===== src/supervisor_pkg.sv =====
// register map, field positions, reset values and timing for the supervisor block
`default_nettype none
package supervisor_pkg;
  // special function register addresses
  localparam logic [7:0] SUPPLY_MONITOR_CONTROL_ADDR = 8'hDF;
  localparam logic [7:0] WATCHDOG_CONTROL_ADDR = 8'hC0;

  // reset values
  localparam logic [7:0] SUPPLY_MONITOR_CONTROL_RST = 8'hDE;
  localparam logic [7:0] WATCHDOG_CONTROL_RST = 8'h00;

  // watchdog_control fields
  localparam int WD_PRESCALE_LSB = 4;
  localparam int WD_IRQ_SELECT_BIT = 3;
  localparam int WD_TIMEOUT_FLAG_BIT = 2;
  localparam int WD_ENABLE_REFRESH_BIT = 1;
  localparam int WD_WRITE_UNLOCK_BIT = 0;

  // supply_monitor_control fields
  localparam int PSM_COMPARATOR_BIT = 6;
  localparam int PSM_IRQ_FLAG_BIT = 5;
  localparam int PSM_TRIP_HI_BIT = 4;
  localparam int PSM_TRIP_LO_BIT = 3;
  localparam int PSM_ENABLE_BIT = 0;
  // reserved bits read back as their power-on value
  localparam logic [7:0] PSM_RESERVED_MASK = 8'h86;

  // timing
  localparam int CLK_MHZ = 125;
  localparam int RELEASE_MS = 250;
  localparam int GLITCH_NS = 64;
  localparam int WD_TIMEOUT_MS = 2000;
  localparam int RELEASE_CYCLES = RELEASE_MS * CLK_MHZ * 1000;
  localparam int WD_TIMEOUT_CYCLES = WD_TIMEOUT_MS * CLK_MHZ * 1000;
  localparam int GLITCH_CYCLES = (GLITCH_NS * CLK_MHZ + 999) / 1000;

  // two-step write protection
  typedef enum logic [1:0] {
    UNLOCK_IDLE  = 2'b01,
    UNLOCK_ARMED = 2'b10
  } unlock_state_t;
endpackage
`default_nettype wire


===== src/supervisor_ctrl.sv =====
// watchdog control tail and supply monitor control/status registers
`default_nettype none
module supervisor_ctrl
  import supervisor_pkg::*;
#(
  parameter int WD_TIMEOUT = WD_TIMEOUT_CYCLES,
  parameter int RELEASE = RELEASE_CYCLES,
  parameter int GLITCH = GLITCH_CYCLES
) (
  input wire logic clk_i,
  input wire logic rst_b_i,
  input wire logic [7:0] sfr_addr_i,
  input wire logic sfr_wr_i,
  input wire logic sfr_rd_i,
  input wire logic [7:0] sfr_wdata_i,
  output logic [7:0] sfr_rdata_o,
  input wire logic comparator_i,
  input wire logic psm_irq_enable_i,
  output logic [1:0] trip_select_o,
  output logic monitor_enable_o,
  output logic psm_irq_o,
  output logic wd_irq_o,
  output logic wd_reset_o
);
  localparam int WD_W = $clog2(WD_TIMEOUT + 1);
  localparam logic [WD_W-1:0] WD_LAST = WD_W'(WD_TIMEOUT - 1);

  // reset release through two flops
  logic [1:0] rst_sync_q;
  logic rst_n;
  always_ff @(posedge clk_i or negedge rst_b_i) begin
    if (!rst_b_i) begin
      rst_sync_q <= 2'b00;
    end else begin
      rst_sync_q <= {rst_sync_q[0], 1'b1};
    end
  end
  assign rst_n = rst_sync_q[1];

  logic wr_wd, wr_psm, accept;
  assign wr_wd = sfr_wr_i && (sfr_addr_i == WATCHDOG_CONTROL_ADDR);
  assign wr_psm = sfr_wr_i && (sfr_addr_i == SUPPLY_MONITOR_CONTROL_ADDR);

  // supply monitor: enable, trip select and the sticky low-supply flag
  logic [7:0] psm_q, psm_d;
  logic psm_irq_q, psm_irq_d;
  logic comp_low, low_qual, high_qual, psm_set_evt;

  // a disabled monitor feeds a low level to the filter, so no low supply can qualify
  assign comp_low = psm_q[PSM_ENABLE_BIT] && !comparator_i;

  // glitch filter on the low level
  rise_qualifier #(.COUNT(GLITCH)) low_filter (
    .clk_i(clk_i),
    .rst_n_i(rst_n),
    .level_i(comp_low),
    .qualified_o(low_qual)
  );

  // release timer: supply must stay high the whole interval
  rise_qualifier #(.COUNT(RELEASE)) release_timer (
    .clk_i(clk_i),
    .rst_n_i(rst_n),
    .level_i(comparator_i),
    .qualified_o(high_qual)
  );

  // flag priority: write, then release, then set (set wins)
  always_comb begin
    psm_d = psm_q;
    if (wr_psm) begin
      psm_d[PSM_TRIP_HI_BIT] = sfr_wdata_i[PSM_TRIP_HI_BIT];
      psm_d[PSM_TRIP_LO_BIT] = sfr_wdata_i[PSM_TRIP_LO_BIT];
      psm_d[PSM_ENABLE_BIT] = sfr_wdata_i[PSM_ENABLE_BIT];
      if (sfr_wdata_i[PSM_IRQ_FLAG_BIT] || comparator_i) begin
        psm_d[PSM_IRQ_FLAG_BIT] = sfr_wdata_i[PSM_IRQ_FLAG_BIT];
      end
    end
    // release only while the comparator is still high this cycle
    if (high_qual && comparator_i) begin
      psm_d[PSM_IRQ_FLAG_BIT] = 1'b0;
    end
    if (low_qual) begin
      psm_d[PSM_IRQ_FLAG_BIT] = 1'b1;
    end
    psm_irq_d = psm_d[PSM_IRQ_FLAG_BIT] && psm_irq_enable_i;
  end
  // a fresh set of the flag is the supply interrupt event that stops the watchdog
  assign psm_set_evt = psm_d[PSM_IRQ_FLAG_BIT] && !psm_q[PSM_IRQ_FLAG_BIT];

  always_ff @(posedge clk_i or negedge rst_n) begin
    if (!rst_n) begin
      psm_q <= SUPPLY_MONITOR_CONTROL_RST;
      psm_irq_q <= 1'b0;
    end else begin
      psm_q <= psm_d;
      psm_irq_q <= psm_irq_d;
    end
  end

  // watchdog: write protection, control bits and timeout counter
  unlock_state_t unlock_q, unlock_d;
  logic [7:0] wd_q, wd_d;
  logic [WD_W-1:0] wd_cnt_q, wd_cnt_d;
  logic wd_irq_q, wd_irq_d, wd_rst_q, wd_rst_d, timeout;

  assign accept = wr_wd && (unlock_q == UNLOCK_ARMED);
  // prescaler field is stored but not decoded: one fixed timeout length
  assign timeout = wd_q[WD_ENABLE_REFRESH_BIT] && (wd_cnt_q == WD_LAST);

  // any write ends the armed window, so only the very next write counts
  always_comb begin
    unlock_d = unlock_q;
    unique case (unlock_q)
      UNLOCK_IDLE: begin
        if (wr_wd && sfr_wdata_i[WD_WRITE_UNLOCK_BIT]) begin
          unlock_d = UNLOCK_ARMED;
        end
      end
      UNLOCK_ARMED: begin
        if (sfr_wr_i) begin
          unlock_d = UNLOCK_IDLE;
        end
      end
      default: unlock_d = UNLOCK_IDLE;
    endcase
  end

  // control bits and counter; hardware events applied after the write
  always_comb begin
    wd_d = wd_q;
    wd_cnt_d = wd_q[WD_ENABLE_REFRESH_BIT] ? wd_cnt_q + WD_W'(1) : '0;
    if (accept) begin
      wd_d[7:WD_PRESCALE_LSB] = sfr_wdata_i[7:WD_PRESCALE_LSB];
      wd_d[WD_IRQ_SELECT_BIT] = sfr_wdata_i[WD_IRQ_SELECT_BIT];
      wd_d[WD_TIMEOUT_FLAG_BIT] = sfr_wdata_i[WD_TIMEOUT_FLAG_BIT];
      wd_d[WD_ENABLE_REFRESH_BIT] = sfr_wdata_i[WD_ENABLE_REFRESH_BIT];
      if (sfr_wdata_i[WD_ENABLE_REFRESH_BIT]) begin
        wd_cnt_d = '0;
      end
    end
    if (timeout) begin
      wd_cnt_d = '0;
      wd_d[WD_TIMEOUT_FLAG_BIT] = 1'b1;
      if (!wd_q[WD_IRQ_SELECT_BIT]) begin
        wd_d[WD_ENABLE_REFRESH_BIT] = 1'b0;
      end
    end
    if (psm_set_evt) begin
      wd_d[WD_ENABLE_REFRESH_BIT] = 1'b0;
    end
    wd_d[WD_WRITE_UNLOCK_BIT] = 1'b0;
    wd_rst_d = timeout && !wd_q[WD_IRQ_SELECT_BIT];
    wd_irq_d = timeout && wd_q[WD_IRQ_SELECT_BIT];
  end

  // this block sees hardware reset only, so a watchdog reset keeps the flag
  always_ff @(posedge clk_i or negedge rst_n) begin
    if (!rst_n) begin
      unlock_q <= UNLOCK_IDLE;
      wd_q <= WATCHDOG_CONTROL_RST;
      wd_cnt_q <= '0;
      wd_irq_q <= 1'b0;
      wd_rst_q <= 1'b0;
    end else begin
      unlock_q <= unlock_d;
      wd_q <= wd_d;
      wd_cnt_q <= wd_cnt_d;
      wd_irq_q <= wd_irq_d;
      wd_rst_q <= wd_rst_d;
    end
  end

  // read port: registered, so read data lands one cycle after the strobe
  logic [7:0] rdata_q, rdata_d;
  always_comb begin
    rdata_d = rdata_q;
    if (sfr_rd_i) begin
      if (sfr_addr_i == SUPPLY_MONITOR_CONTROL_ADDR) begin
        // reserved bits read back at their power-on pattern
        rdata_d = PSM_RESERVED_MASK;
        rdata_d[PSM_COMPARATOR_BIT] = comparator_i;
        rdata_d[PSM_IRQ_FLAG_BIT] = psm_q[PSM_IRQ_FLAG_BIT];
        rdata_d[PSM_TRIP_HI_BIT] = psm_q[PSM_TRIP_HI_BIT];
        rdata_d[PSM_TRIP_LO_BIT] = psm_q[PSM_TRIP_LO_BIT];
        rdata_d[PSM_ENABLE_BIT] = psm_q[PSM_ENABLE_BIT];
      end else if (sfr_addr_i == WATCHDOG_CONTROL_ADDR) begin
        rdata_d = wd_q;
        rdata_d[WD_WRITE_UNLOCK_BIT] = (unlock_q == UNLOCK_ARMED);
      end else begin
        rdata_d = 8'h00; // unmapped
      end
    end
  end

  always_ff @(posedge clk_i or negedge rst_n) begin
    if (!rst_n) begin
      rdata_q <= 8'h00;
    end else begin
      rdata_q <= rdata_d;
    end
  end

  // outputs straight from flops
  assign sfr_rdata_o = rdata_q;
  assign trip_select_o = {psm_q[PSM_TRIP_HI_BIT], psm_q[PSM_TRIP_LO_BIT]};
  assign monitor_enable_o = psm_q[PSM_ENABLE_BIT];
  assign psm_irq_o = psm_irq_q;
  assign wd_irq_o = wd_irq_q;
  assign wd_reset_o = wd_rst_q;
endmodule
`default_nettype wire


===== src/rise_qualifier.sv =====
// qualifies a rising level: output rises after COUNT stable high cycles, falls at once
`default_nettype none
module rise_qualifier #(
  parameter int COUNT = 8
) (
  input wire logic clk_i,
  input wire logic rst_n_i,
  input wire logic level_i,
  output logic qualified_o
);
  localparam int CW = $clog2(COUNT + 1);
  localparam logic [CW-1:0] LAST = CW'(COUNT - 1);

  logic [CW-1:0] cnt_q, cnt_d;
  logic qual_q, qual_d;

  // count consecutive high cycles; any low restarts the wait
  always_comb begin
    cnt_d = cnt_q;
    qual_d = qual_q;
    if (!level_i) begin
      cnt_d = '0;
      qual_d = 1'b0;
    end else if (!qual_q) begin
      if (cnt_q == LAST) begin
        qual_d = 1'b1;
      end else begin
        cnt_d = cnt_q + CW'(1);
      end
    end
  end

  always_ff @(posedge clk_i or negedge rst_n_i) begin
    if (!rst_n_i) begin
      cnt_q <= '0;
      qual_q <= 1'b0;
    end else begin
      cnt_q <= cnt_d;
      qual_q <= qual_d;
    end
  end

  assign qualified_o = qual_q;
endmodule
`default_nettype wire


===== config.mk =====
export PLATFORM = sky130hd
export DESIGN_NAME = supervisor_ctrl
export DESIGN_NICKNAME = d
export VERILOG_FILES = /design/src/supervisor_pkg.sv /design/src/supervisor_ctrl.sv /design/src/rise_qualifier.sv
export SDC_FILE = /design/constraint.sdc
export NUM_CORES = 1
export LEC_CHECK = 0
export ABC_AREA = 1
export BUFFER_PORTS_ARGS = -buffer_cell sky130_fd_sc_hd__clkbuf_2
export CAP_MARGIN = 10
export CORE_AREA = 5 5 109 111
export CTS_BUF_LIST = sky130_fd_sc_hd__clkbuf_8
export CTS_CLUSTER_DIAMETER = 60
export CTS_CLUSTER_SIZE = 10
export DETAILED_ROUTE_END_ITERATION = 10
export DIE_AREA = 0 0 114 116
export PLACE_DENSITY = 0.61
export SETUP_SLACK_MARGIN = 0.5
export SLEW_MARGIN = 20
export SYNTH_ARGS = -nofsm -noshare
export SYNTH_HDL_FRONTEND = slang
export SYNTH_SLANG_ARGS = --single-unit

===== constraint.sdc =====
create_clock -name clk_i -period 2.63 [get_ports clk_i]
set_input_delay 0.3945 -clock clk_i [delete_from_list [all_inputs] [get_ports clk_i]]
set_output_delay 0.3945 -clock clk_i [all_outputs]
set_load 0.01 [all_outputs]

==> results of run 1 <==
## per-stage QoR
stage	utilization	setup slack [ns]	power, mW	instances	area (um^2)
6_report	0.500	0.766	2.41	857	5350
5_1_grt	0.500	0.587	2.54	857	5350
4_1_cts	0.498	0.640	2.45	857	5330
3_5_place_dp	0.480	0.640	1.55	840	5140
3_3_place_gp	0.480	0.717	1.55	840	5140
2_1_floorplan	-	1.05	1.49	676	4850
## per-layer routing
layer / share of wire / global-route usage / wire (um)
met3: 0.047 / 0.0564 / 532
met5: 0 / 0 / 0
met4: 0.019 / 0.0721 / 212
met1: 0.45 / 0.228 / 5100
met2: 0.49 / 0.309 / 5530
## final cells by class
| class | count | area (um^2) | share of cell area |
|---|---|---|---|
| Clock inverter | 7 | 58.8 | 0.0110 |
| Tap cell | 140 | 175 | 0.0327 |
| Clock buffer | 9 | 124 | 0.0232 |
| Sequential cell | 85 | 2130 | 0.399 |
| Inverter | 69 | 259 | 0.0484 |
| Timing Repair Buffer | 40 | 231 | 0.0433 |
| Multi-Input combinational cell | 507 | 2370 | 0.442 |
## power groups by stage
stage	clock, mW	sequential [mW]	combinational [mW]
finish	0.883	1.38	0.146
global route	0.984	1.39	0.167
CTS	0.920	1.38	0.149
detailed placement	0	1.41	0.147
global placement	0	1.40	0.140
floorplan	0	1.41	0.0805
## sequential cells by signal, summed over array words and instances, names as in the netlist, 2 cells and up
name,count
wd_cnt_q,28
release_timer.cnt_q,25
sfr_rdata_o,8
wd_q,7
low_filter.cnt_q,4
psm_q,4
rst_sync_q,2
unlock_q,2
## worst paths after layout
path                                                            end  slack (ns)  cells past startpoint
max in group asynchronous        release_timer.cnt_q[4]$_DFFE_PN0P_        1.65                      1
worst min-delay path                            wd_q[7]$_DFFE_PN0N_        0.20                      3
worst max-delay path            release_timer.cnt_q[14]$_DFFE_PN0P_        0.77                      8
worst min register to register           sfr_rdata_o[3]$_DFFE_PN0P_        0.34                      0
min in group asynchronous                   rst_sync_q[1]$_DFF_PN0_        0.32                      2
worst max register to register  release_timer.cnt_q[14]$_DFFE_PN0P_        0.77                      8
## what timing repair did
item,in CTS,in global routing
resized for setup,0,3
hold buffers,1,0
endpoints found under the hold margin,2,0
endpoints found under the setup margin,0,11
## cells by family after synthesis
group / after synthesis / share of synthesized area
other: 1 / 0.000773
XOR/XNOR: 25 / 0.0451
AO/OA/AOI/OAI: 47 / 0.0609
adder cells (fa/ha/maj): 3 / 0.00774
flip-flops: 85 / 0.439
AND/OR/NAND/NOR: 431 / 0.371
buffers and inverters: 84 / 0.0758
## worst reg2reg max path, stage by stage, from the launching register on
cell and delay, ns:
sky130_fd_sc_hd__dfrtp_1 0.46, sky130_fd_sc_hd__ha_1 0.30, sky130_fd_sc_hd__nand3_2 0.14, sky130_fd_sc_hd__nor2_1 0.37, sky130_fd_sc_hd__nand3_1 0.16, sky130_fd_sc_hd__xor2_1 0.16, sky130_fd_sc_hd__nor2_1 0.05, sky130_fd_sc_hd__nand2_1 0.07
sky130_fd_sc_hd__nand2_1 0.05
## cell usage in the layout (no fill, tap or decap), types with 2 or more instances in the layout
cell type / instances
sky130_fd_sc_hd__clkbuf_8: 9
sky130_fd_sc_hd__inv_1: 68
sky130_fd_sc_hd__o21ai_0: 21
sky130_fd_sc_hd__a21oi_1: 10
sky130_fd_sc_hd__ha_1: 3
sky130_fd_sc_hd__dfstp_2: 3
sky130_fd_sc_hd__nor3b_1: 2
sky130_fd_sc_hd__nor3_1: 11
sky130_fd_sc_hd__nand3_1: 53
sky130_fd_sc_hd__o21bai_1: 2
sky130_fd_sc_hd__a21o_1: 2
sky130_fd_sc_hd__and2_1: 3
sky130_fd_sc_hd__nand3_2: 3
sky130_fd_sc_hd__or2_2: 2
sky130_fd_sc_hd__inv_6: 2
sky130_fd_sc_hd__dfrtp_1: 81
sky130_fd_sc_hd__nand4_1: 17
sky130_fd_sc_hd__nand2_1: 210
sky130_fd_sc_hd__clkinv_4: 2
sky130_fd_sc_hd__o21ai_2: 9
sky130_fd_sc_hd__clkbuf_2: 35
sky130_fd_sc_hd__nor2_1: 126
sky130_fd_sc_hd__xnor2_1: 2
sky130_fd_sc_hd__buf_4: 2
sky130_fd_sc_hd__xor2_1: 23
==> reports/summary.log, run 1 <==
[timing] hold_ws 0.205 ns
[worst_setup_path] crit path DAT 2.14 ns
[pwr] Leakage Power 2.41 nW
[timing] final count of hold timing violations 0
[timing] headroom to the max-slew limit 0.589
[timing] highest attainable clock frequency 0.536 GHz
[clock_tree] clock latency reported for the late side of the worst-skew pair 0.38 ns
[pwr] Internal Power 1.75 mW
[timing] RSZ-0062 raised after global routing false
[die] number of top-level pins 36
[timing] final number of setup-violating endpoints 0
[worst_setup_path] maximum net fanout on the critical path 7
[synth] share of async-settable or async-resettable flops after synthesis 1.00
[worst_setup_path] Worst path slowest cell sky130_fd_sc_hd__dfrtp_1
[global_routing] gr ovfl total 0
[timing] count of pins over their slew limit 0
[clock_tree] buffer type at the clock tree root sky130_fd_sc_hd__clkbuf_8
[hold_path] worst min-delay path class in2reg
[global_routing] vias in the first global route 4346
[worst_setup_path] cell class contributing the biggest share of worst-path delay simple AND/OR/NAND/NOR gates
[placement] number of input and output port buffers inserted 35
[timing] Slew @ Worst Pin 0.612 ns
[worst_setup_path] critical path cell sequence ha_1 > nand3_2 > nor2_1 > nand3_1 > xor2_1 > nor2_1 > nand2_1 > nand2_1
[die] Core Region 10700 um^2
[hold_path] worst hold path startpoint sfr_wdata_i[7]
[detailed_routing] # DRC 0
[synth] dominant register cell in the synthesized netlist sky130_fd_sc_hd__dfrtp_1
[worst_setup_path] total buffers and inverters traversed by the critical path 0
[synth] share of the synthesized area in the top cell type 0.423
[clock_tree] CTS max path bufs 2
[clock_tree] CTS Sinks 85
[cells_and_area] Area Growth Syn to Fin 10.2%
[clock_tree] H-tree depth 3
[synth] number of warnings issued by yosys 0
[global_routing] largest net degree at the start of global routing 44
[cells_and_area] fraction of final layout cells sized beyond drive strength 1 0.109
[detailed_routing] number of violations reported at the end of detailed-routing iteration 0 263
[timing] post-route setup TNS 0 ns
[detailed_routing] number of vias after detailed routing 4329
[synth] post-synth cell types 32
[synth] average size of a mapped cell 7.18 um^2
[die] vertical die dimension 116 um
[worst_setup_path] RR Startpoint release_timer.cnt_q[0]$_DFFE_PN0P_
[synth] number of nets in the synthesized netlist 701
[pwr] proportion of power drawn by combinational gates 0.061
[die] full die area 13200 um^2
[synth] cell type contributing the most total cell area after synthesis sky130_fd_sc_hd__dfrtp_1
[die] Initial Util 0.454
[detailed_routing] Antenna Violating Nets Remaining 0
[timing] share of the clock period used by the worst path after layout 0.709
[synth] Post-Synthesis Cell Area 4850 um^2
[clock_tree] clock transition at the registers of the reported paths 0.10 ns
[pwr] net switching component of the power 655 uW
[die] DIE WIDTH 114 um
[global_routing] first-pass GRT wire length 19700 um
[pwr] fraction of power spent switching nets 0.272
[synth] EDFF count, synth 0
[die] number of rows in the core area 38
[synth] cells taking the most area after synthesis sky130_fd_sc_hd__dfrtp_1 42%, sky130_fd_sc_hd__nand2_1 16%, sky130_fd_sc_hd__nor2_1 9.7%
[timing] clk_skew 0.0119 ns
[clock_tree] post-CTS setup buffer count 0
[detailed_routing] post-DR vias/cell 5.05
[pwr] proportion of power drawn by the clock network 0.367
[worst_setup_path] required time of the critical path 2.90 ns
[status] run status completed
[clock_tree] number of buffers created by CTS 9
[global_routing] GRT Resource Usage Total 0.186
[pwr] Max VDD drop 0.354 mV
[worst_setup_path] delay of the slowest cell on the worst path 0.46 ns
[synth] most common library cells after synthesis 210 x sky130_fd_sc_hd__nand2_1, 126 x sky130_fd_sc_hd__nor2_1, 82 x sky130_fd_sc_hd__dfrtp_1
[pwr] ratio of total power to cell area 450 nW/um^2
[synth] most numerous cell in the Yosys netlist sky130_fd_sc_hd__nand2_1
[placement] dpl hpwl 8450 um
[clock_tree] CTS tree done
[synth] Synth Instances 676
[detailed_routing] final WL 11400 um
[placement] RD Place Congestion 0.933
[detailed_routing] Wirelength per Cell 13.3 um
[synth] sequential share of the synthesized area 0.439
[global_routing] antenna violations before repair 0
[worst_setup_path] crit end category flip-flop
[cells_and_area] diode count 0
[pwr] fraction of power consumed by sequential logic 0.573
[cells_and_area] filler cell count 1054
[detailed_routing] router iterations before antenna repair 5
[worst_setup_path] startpoint of the most critical setup path release_timer.cnt_q[0]$_DFFE_PN0P_
[run] reported max-cap violation count 0
[synth] flops & latches, synth 85
[cells_and_area] Final nets 737
[worst_setup_path] Setup crit start kind flip-flop
[worst_setup_path] path type of the worst setup path reg2reg
[timing] minimum clock period after layout 1.86 ns
(Power assumes the default switching activity.)
==> inputs of run 2 (changes only) <==
--- a/config.mk
+++ b/config.mk
@@ -14,7 +14,7 @@
 export CTS_CLUSTER_SIZE = 10
 export DETAILED_ROUTE_END_ITERATION = 10
 export DIE_AREA = 0 0 114 116
-export PLACE_DENSITY = 0.61
+export PLACE_DENSITY = 0.59
 export SETUP_SLACK_MARGIN = 0.5
 export SLEW_MARGIN = 20
 export SYNTH_ARGS = -nofsm -noshare
==> constraint.sdc (replaced) <==
create_clock -name clk_i -period 1.8 [get_ports clk_i]
set_input_delay 0.27 -clock clk_i [delete_from_list [all_inputs] [get_ports clk_i]]
set_output_delay 0.27 -clock clk_i [all_outputs]
set_load 0.01 [all_outputs]
==> reports/summary.log, run 2 (same netlist as run 1, synthesis figures left out) <==
[clock_tree] buffer type at the clock tree root sky130_fd_sc_hd__clkbuf_8
[global_routing] antenna violations before repair 0 [unchanged]
[die] Core Region 10700 um^2 [unchanged]
[clock_tree] clock latency reported for the late side of the worst-skew pair 0.37 ns [about the same]
[cells_and_area] final standard cell area without fillers 6430 um^2 [+20%]
[timing] RSZ-0062 raised after global routing true
[detailed_routing] # DRC 0 [unchanged]
[global_routing] vias in the first global route 4608 [+6.0%]
[clock_tree] CTS Sinks 85 [unchanged]
[detailed_routing] number of vias after detailed routing 4705 [+8.7%]
[global_routing] GRT Resource Usage Total 0.202 [+0.0163]
[worst_setup_path] crit end category flip-flop
[worst_setup_path] required time of the critical path 2.10 ns [-0.80 ns]
[global_routing] largest net degree at the start of global routing 36 [-18%]
[clock_tree] number of buffers created by CTS 9 [unchanged]
[cells_and_area] Layout Cells excl Fill 917 [+7.0%]
[timing] minimum clock period after layout 1.60 ns [-0.267 ns]
[worst_setup_path] maximum net fanout on the critical path 5 [-2]
[die] number of rows in the core area 38 [unchanged]
[cells_and_area] most used cells in the layout excluding fill and tap cells 176 x sky130_fd_sc_hd__nand2_1, 91 x sky130_fd_sc_hd__nor2_1, 73 x sky130_fd_sc_hd__dfrtp_1, 62 x sky130_fd_sc_hd__inv_1, 45 x sky130_fd_sc_hd__nand3_1
[cells_and_area] Final nets 797 [+8.1%]
[cells_and_area] Area Growth Syn to Fin 32.5%
[placement] dpl hpwl 8640 um [+2.3%]
[status] run status completed
[worst_setup_path] crit path DAT 1.90 ns [-0.24 ns]
[detailed_routing] final WL 13200 um [+16%]
[cells_and_area] Util after Layout 0.601 [+0.101]
[cells_and_area] combined flip-flop and latch cell area 2140 um^2 [+0.47%]
[pwr] ratio of total power to cell area 574 nW/um^2 [+27%]
[detailed_routing] number of violations reported at the end of detailed-routing iteration 0 289 [+9.9%]
[die] DIE WIDTH 114 um [unchanged]
[detailed_routing] Antenna Violating Nets Remaining 0 [unchanged]
[placement] number of input and output port buffers inserted 35 [unchanged]
[worst_setup_path] Setup crit start kind flip-flop
[clock_tree] H-tree depth 3 [unchanged]
[placement] Placed Area 5300 um^2 [+3.2%]
[clock_tree] CTS tree done
[pwr] Leakage Power 2.86 nW [+19%]
[timing] final number of setup-violating endpoints 0 [unchanged]
[placement] Placed Cells incl. Taps 851 [+1.3%]
[cells_and_area] max reg flops 28 [unchanged]
[global_routing] gr ovfl total 0 [unchanged]
[timing] count of pins over their slew limit 0 [unchanged]
[cells_and_area] filler cell count 940 [-11%]
[pwr] Max VDD drop 0.432 mV [+22%]
[die] number of top-level pins 36 [unchanged]
[timing] highest attainable clock frequency 0.626 GHz [+17%]
[worst_setup_path] path type of the worst setup path reg2reg
[global_routing] first-pass GRT wire length 21300 um [+7.9%]
[detailed_routing] Wirelength per Cell 14.4 um [+8.5%]
[hold_path] worst min-delay path class in2reg
[die] full die area 13200 um^2 [unchanged]
[timing] hold_ws 0.111 ns [-0.0941 ns]
[timing] share of the clock period used by the worst path after layout 0.887 [+0.178]
[die] Initial Util 0.454 [unchanged]
[cells_and_area] area of combinational cells with multiple inputs 2840 um^2 [+20%]
[cells_and_area] fraction of final layout cells sized beyond drive strength 1 0.314 [+0.205]
[placement] RD Place Congestion 0.930 [-0.36%]
[detailed_routing] post-DR vias/cell 5.13 [+1.6%]
[die] vertical die dimension 116 um [unchanged]
[timing] final count of hold timing violations 0 [unchanged]
[run] reported max-cap violation count 0 [unchanged]
[clock_tree] CTS max path bufs 2 [unchanged]
[cells_and_area] diode count 0 [unchanged]
[clock_tree] clock transition at the registers of the reported paths 0.08 ns [-0.02 ns]
[detailed_routing] router iterations before antenna repair 5 [unchanged]
[cells_and_area] Reg with most FFs wd_cnt_q
[timing] clk_skew 0.00937 ns [-0.00249 ns]
[cells_and_area] leading cell type in the layout, fill and taps excluded sky130_fd_sc_hd__nand2_1
run 2: metal layers:
metal | global-route usage | routed length, um | up-vias
met2 | 0.353 | 6850 | 106
met1 | 0.245 | 5610 | 2250
met5 | 0 | 0 | -
met4 | 0.0863 | 195 | 0
met3 | 0.0386 | 554 | 23
li1 | - | - | 2326
run 2: power breakdown:
part / total (mW) / internal (mW) / switching [mW]
Sequential: 2.01 / 1.97 / 0.0480
Combinational: 0.262 / 0.103 / 0.159
Clock: 1.41 / 0.708 / 0.706
Total: 3.69 / 2.78 / 0.913
run 2: layout make-up:
cell class | instances | share of cell area
tap | 140 | 0.0272
timing repair buffer | 97 | 0.126
multi-input combinational | 510 | 0.442
clock buffer | 11 | 0.0235
clock inverter | 5 | 0.00798
sequential | 85 | 0.334
inverter | 69 | 0.0407
run 2: repair_timing:
action                     4_1_cts  5_1_grt
hold buffers                     1        0
setup endpoints to repair       66       67
pin swaps                       10       18
resized for setup               60       86
gates cloned                     4        3
hold endpoints to repair         2        0
setup buffers                   33        9
run 2: worst max-delay path, cell delays in order, from the launching register on:
cell	delay, ns
sky130_fd_sc_hd__dfrtp_2	0.44
sky130_fd_sc_hd__inv_1	0.09
sky130_fd_sc_hd__nand4_1	0.13
sky130_fd_sc_hd__nor2_2	0.16
sky130_fd_sc_hd__nand2_2	0.10
sky130_fd_sc_hd__o21ai_4	0.23
sky130_fd_sc_hd__buf_6	0.15
sky130_fd_sc_hd__clkbuf_16	0.14
sky130_fd_sc_hd__nand2_2	0.04
sky130_fd_sc_hd__o21ai_1	0.06
run 2: through the flow:
step	power (mW)	setup TNS (ns)	setup WS, ns
floorplan	2.19	0	0.317
global placement	2.27	0	0.00165
detailed placement	2.28	-0.0747	-0.0388
CTS	3.73	0	0.304
global route	3.85	0	0.121
finish	3.69	0	0.203
run 2: final timing paths:
| path | startpoint | end | slack [ns] | depth (start not counted) |
|---|---|---|---|---|
| min | sfr_wdata_i[6] | wd_q[6]$_DFFE_PN0N_ | 0.11 | 3 |
| max | release_timer.cnt_q[21]$_DFFE_PN0P_ | release_timer.cnt_q[24]$_DFFE_PN0P_ | 0.20 | 9 |
| max reg2reg | release_timer.cnt_q[21]$_DFFE_PN0P_ | release_timer.cnt_q[24]$_DFFE_PN0P_ | 0.20 | 9 |
| min in group asynchronous | rst_b_i | rst_sync_q[1]$_DFF_PN0_ | 0.21 | 2 |
| min reg2reg | rst_sync_q[1]$_DFF_PN0_ | low_filter.cnt_q[0]$_DFFE_PN0P_ | 0.28 | 0 |
| max in group asynchronous | rst_sync_q[1]$_DFF_PN0_ | wd_cnt_q[9]$_DFF_PN0_ | 0.89 | 1 |
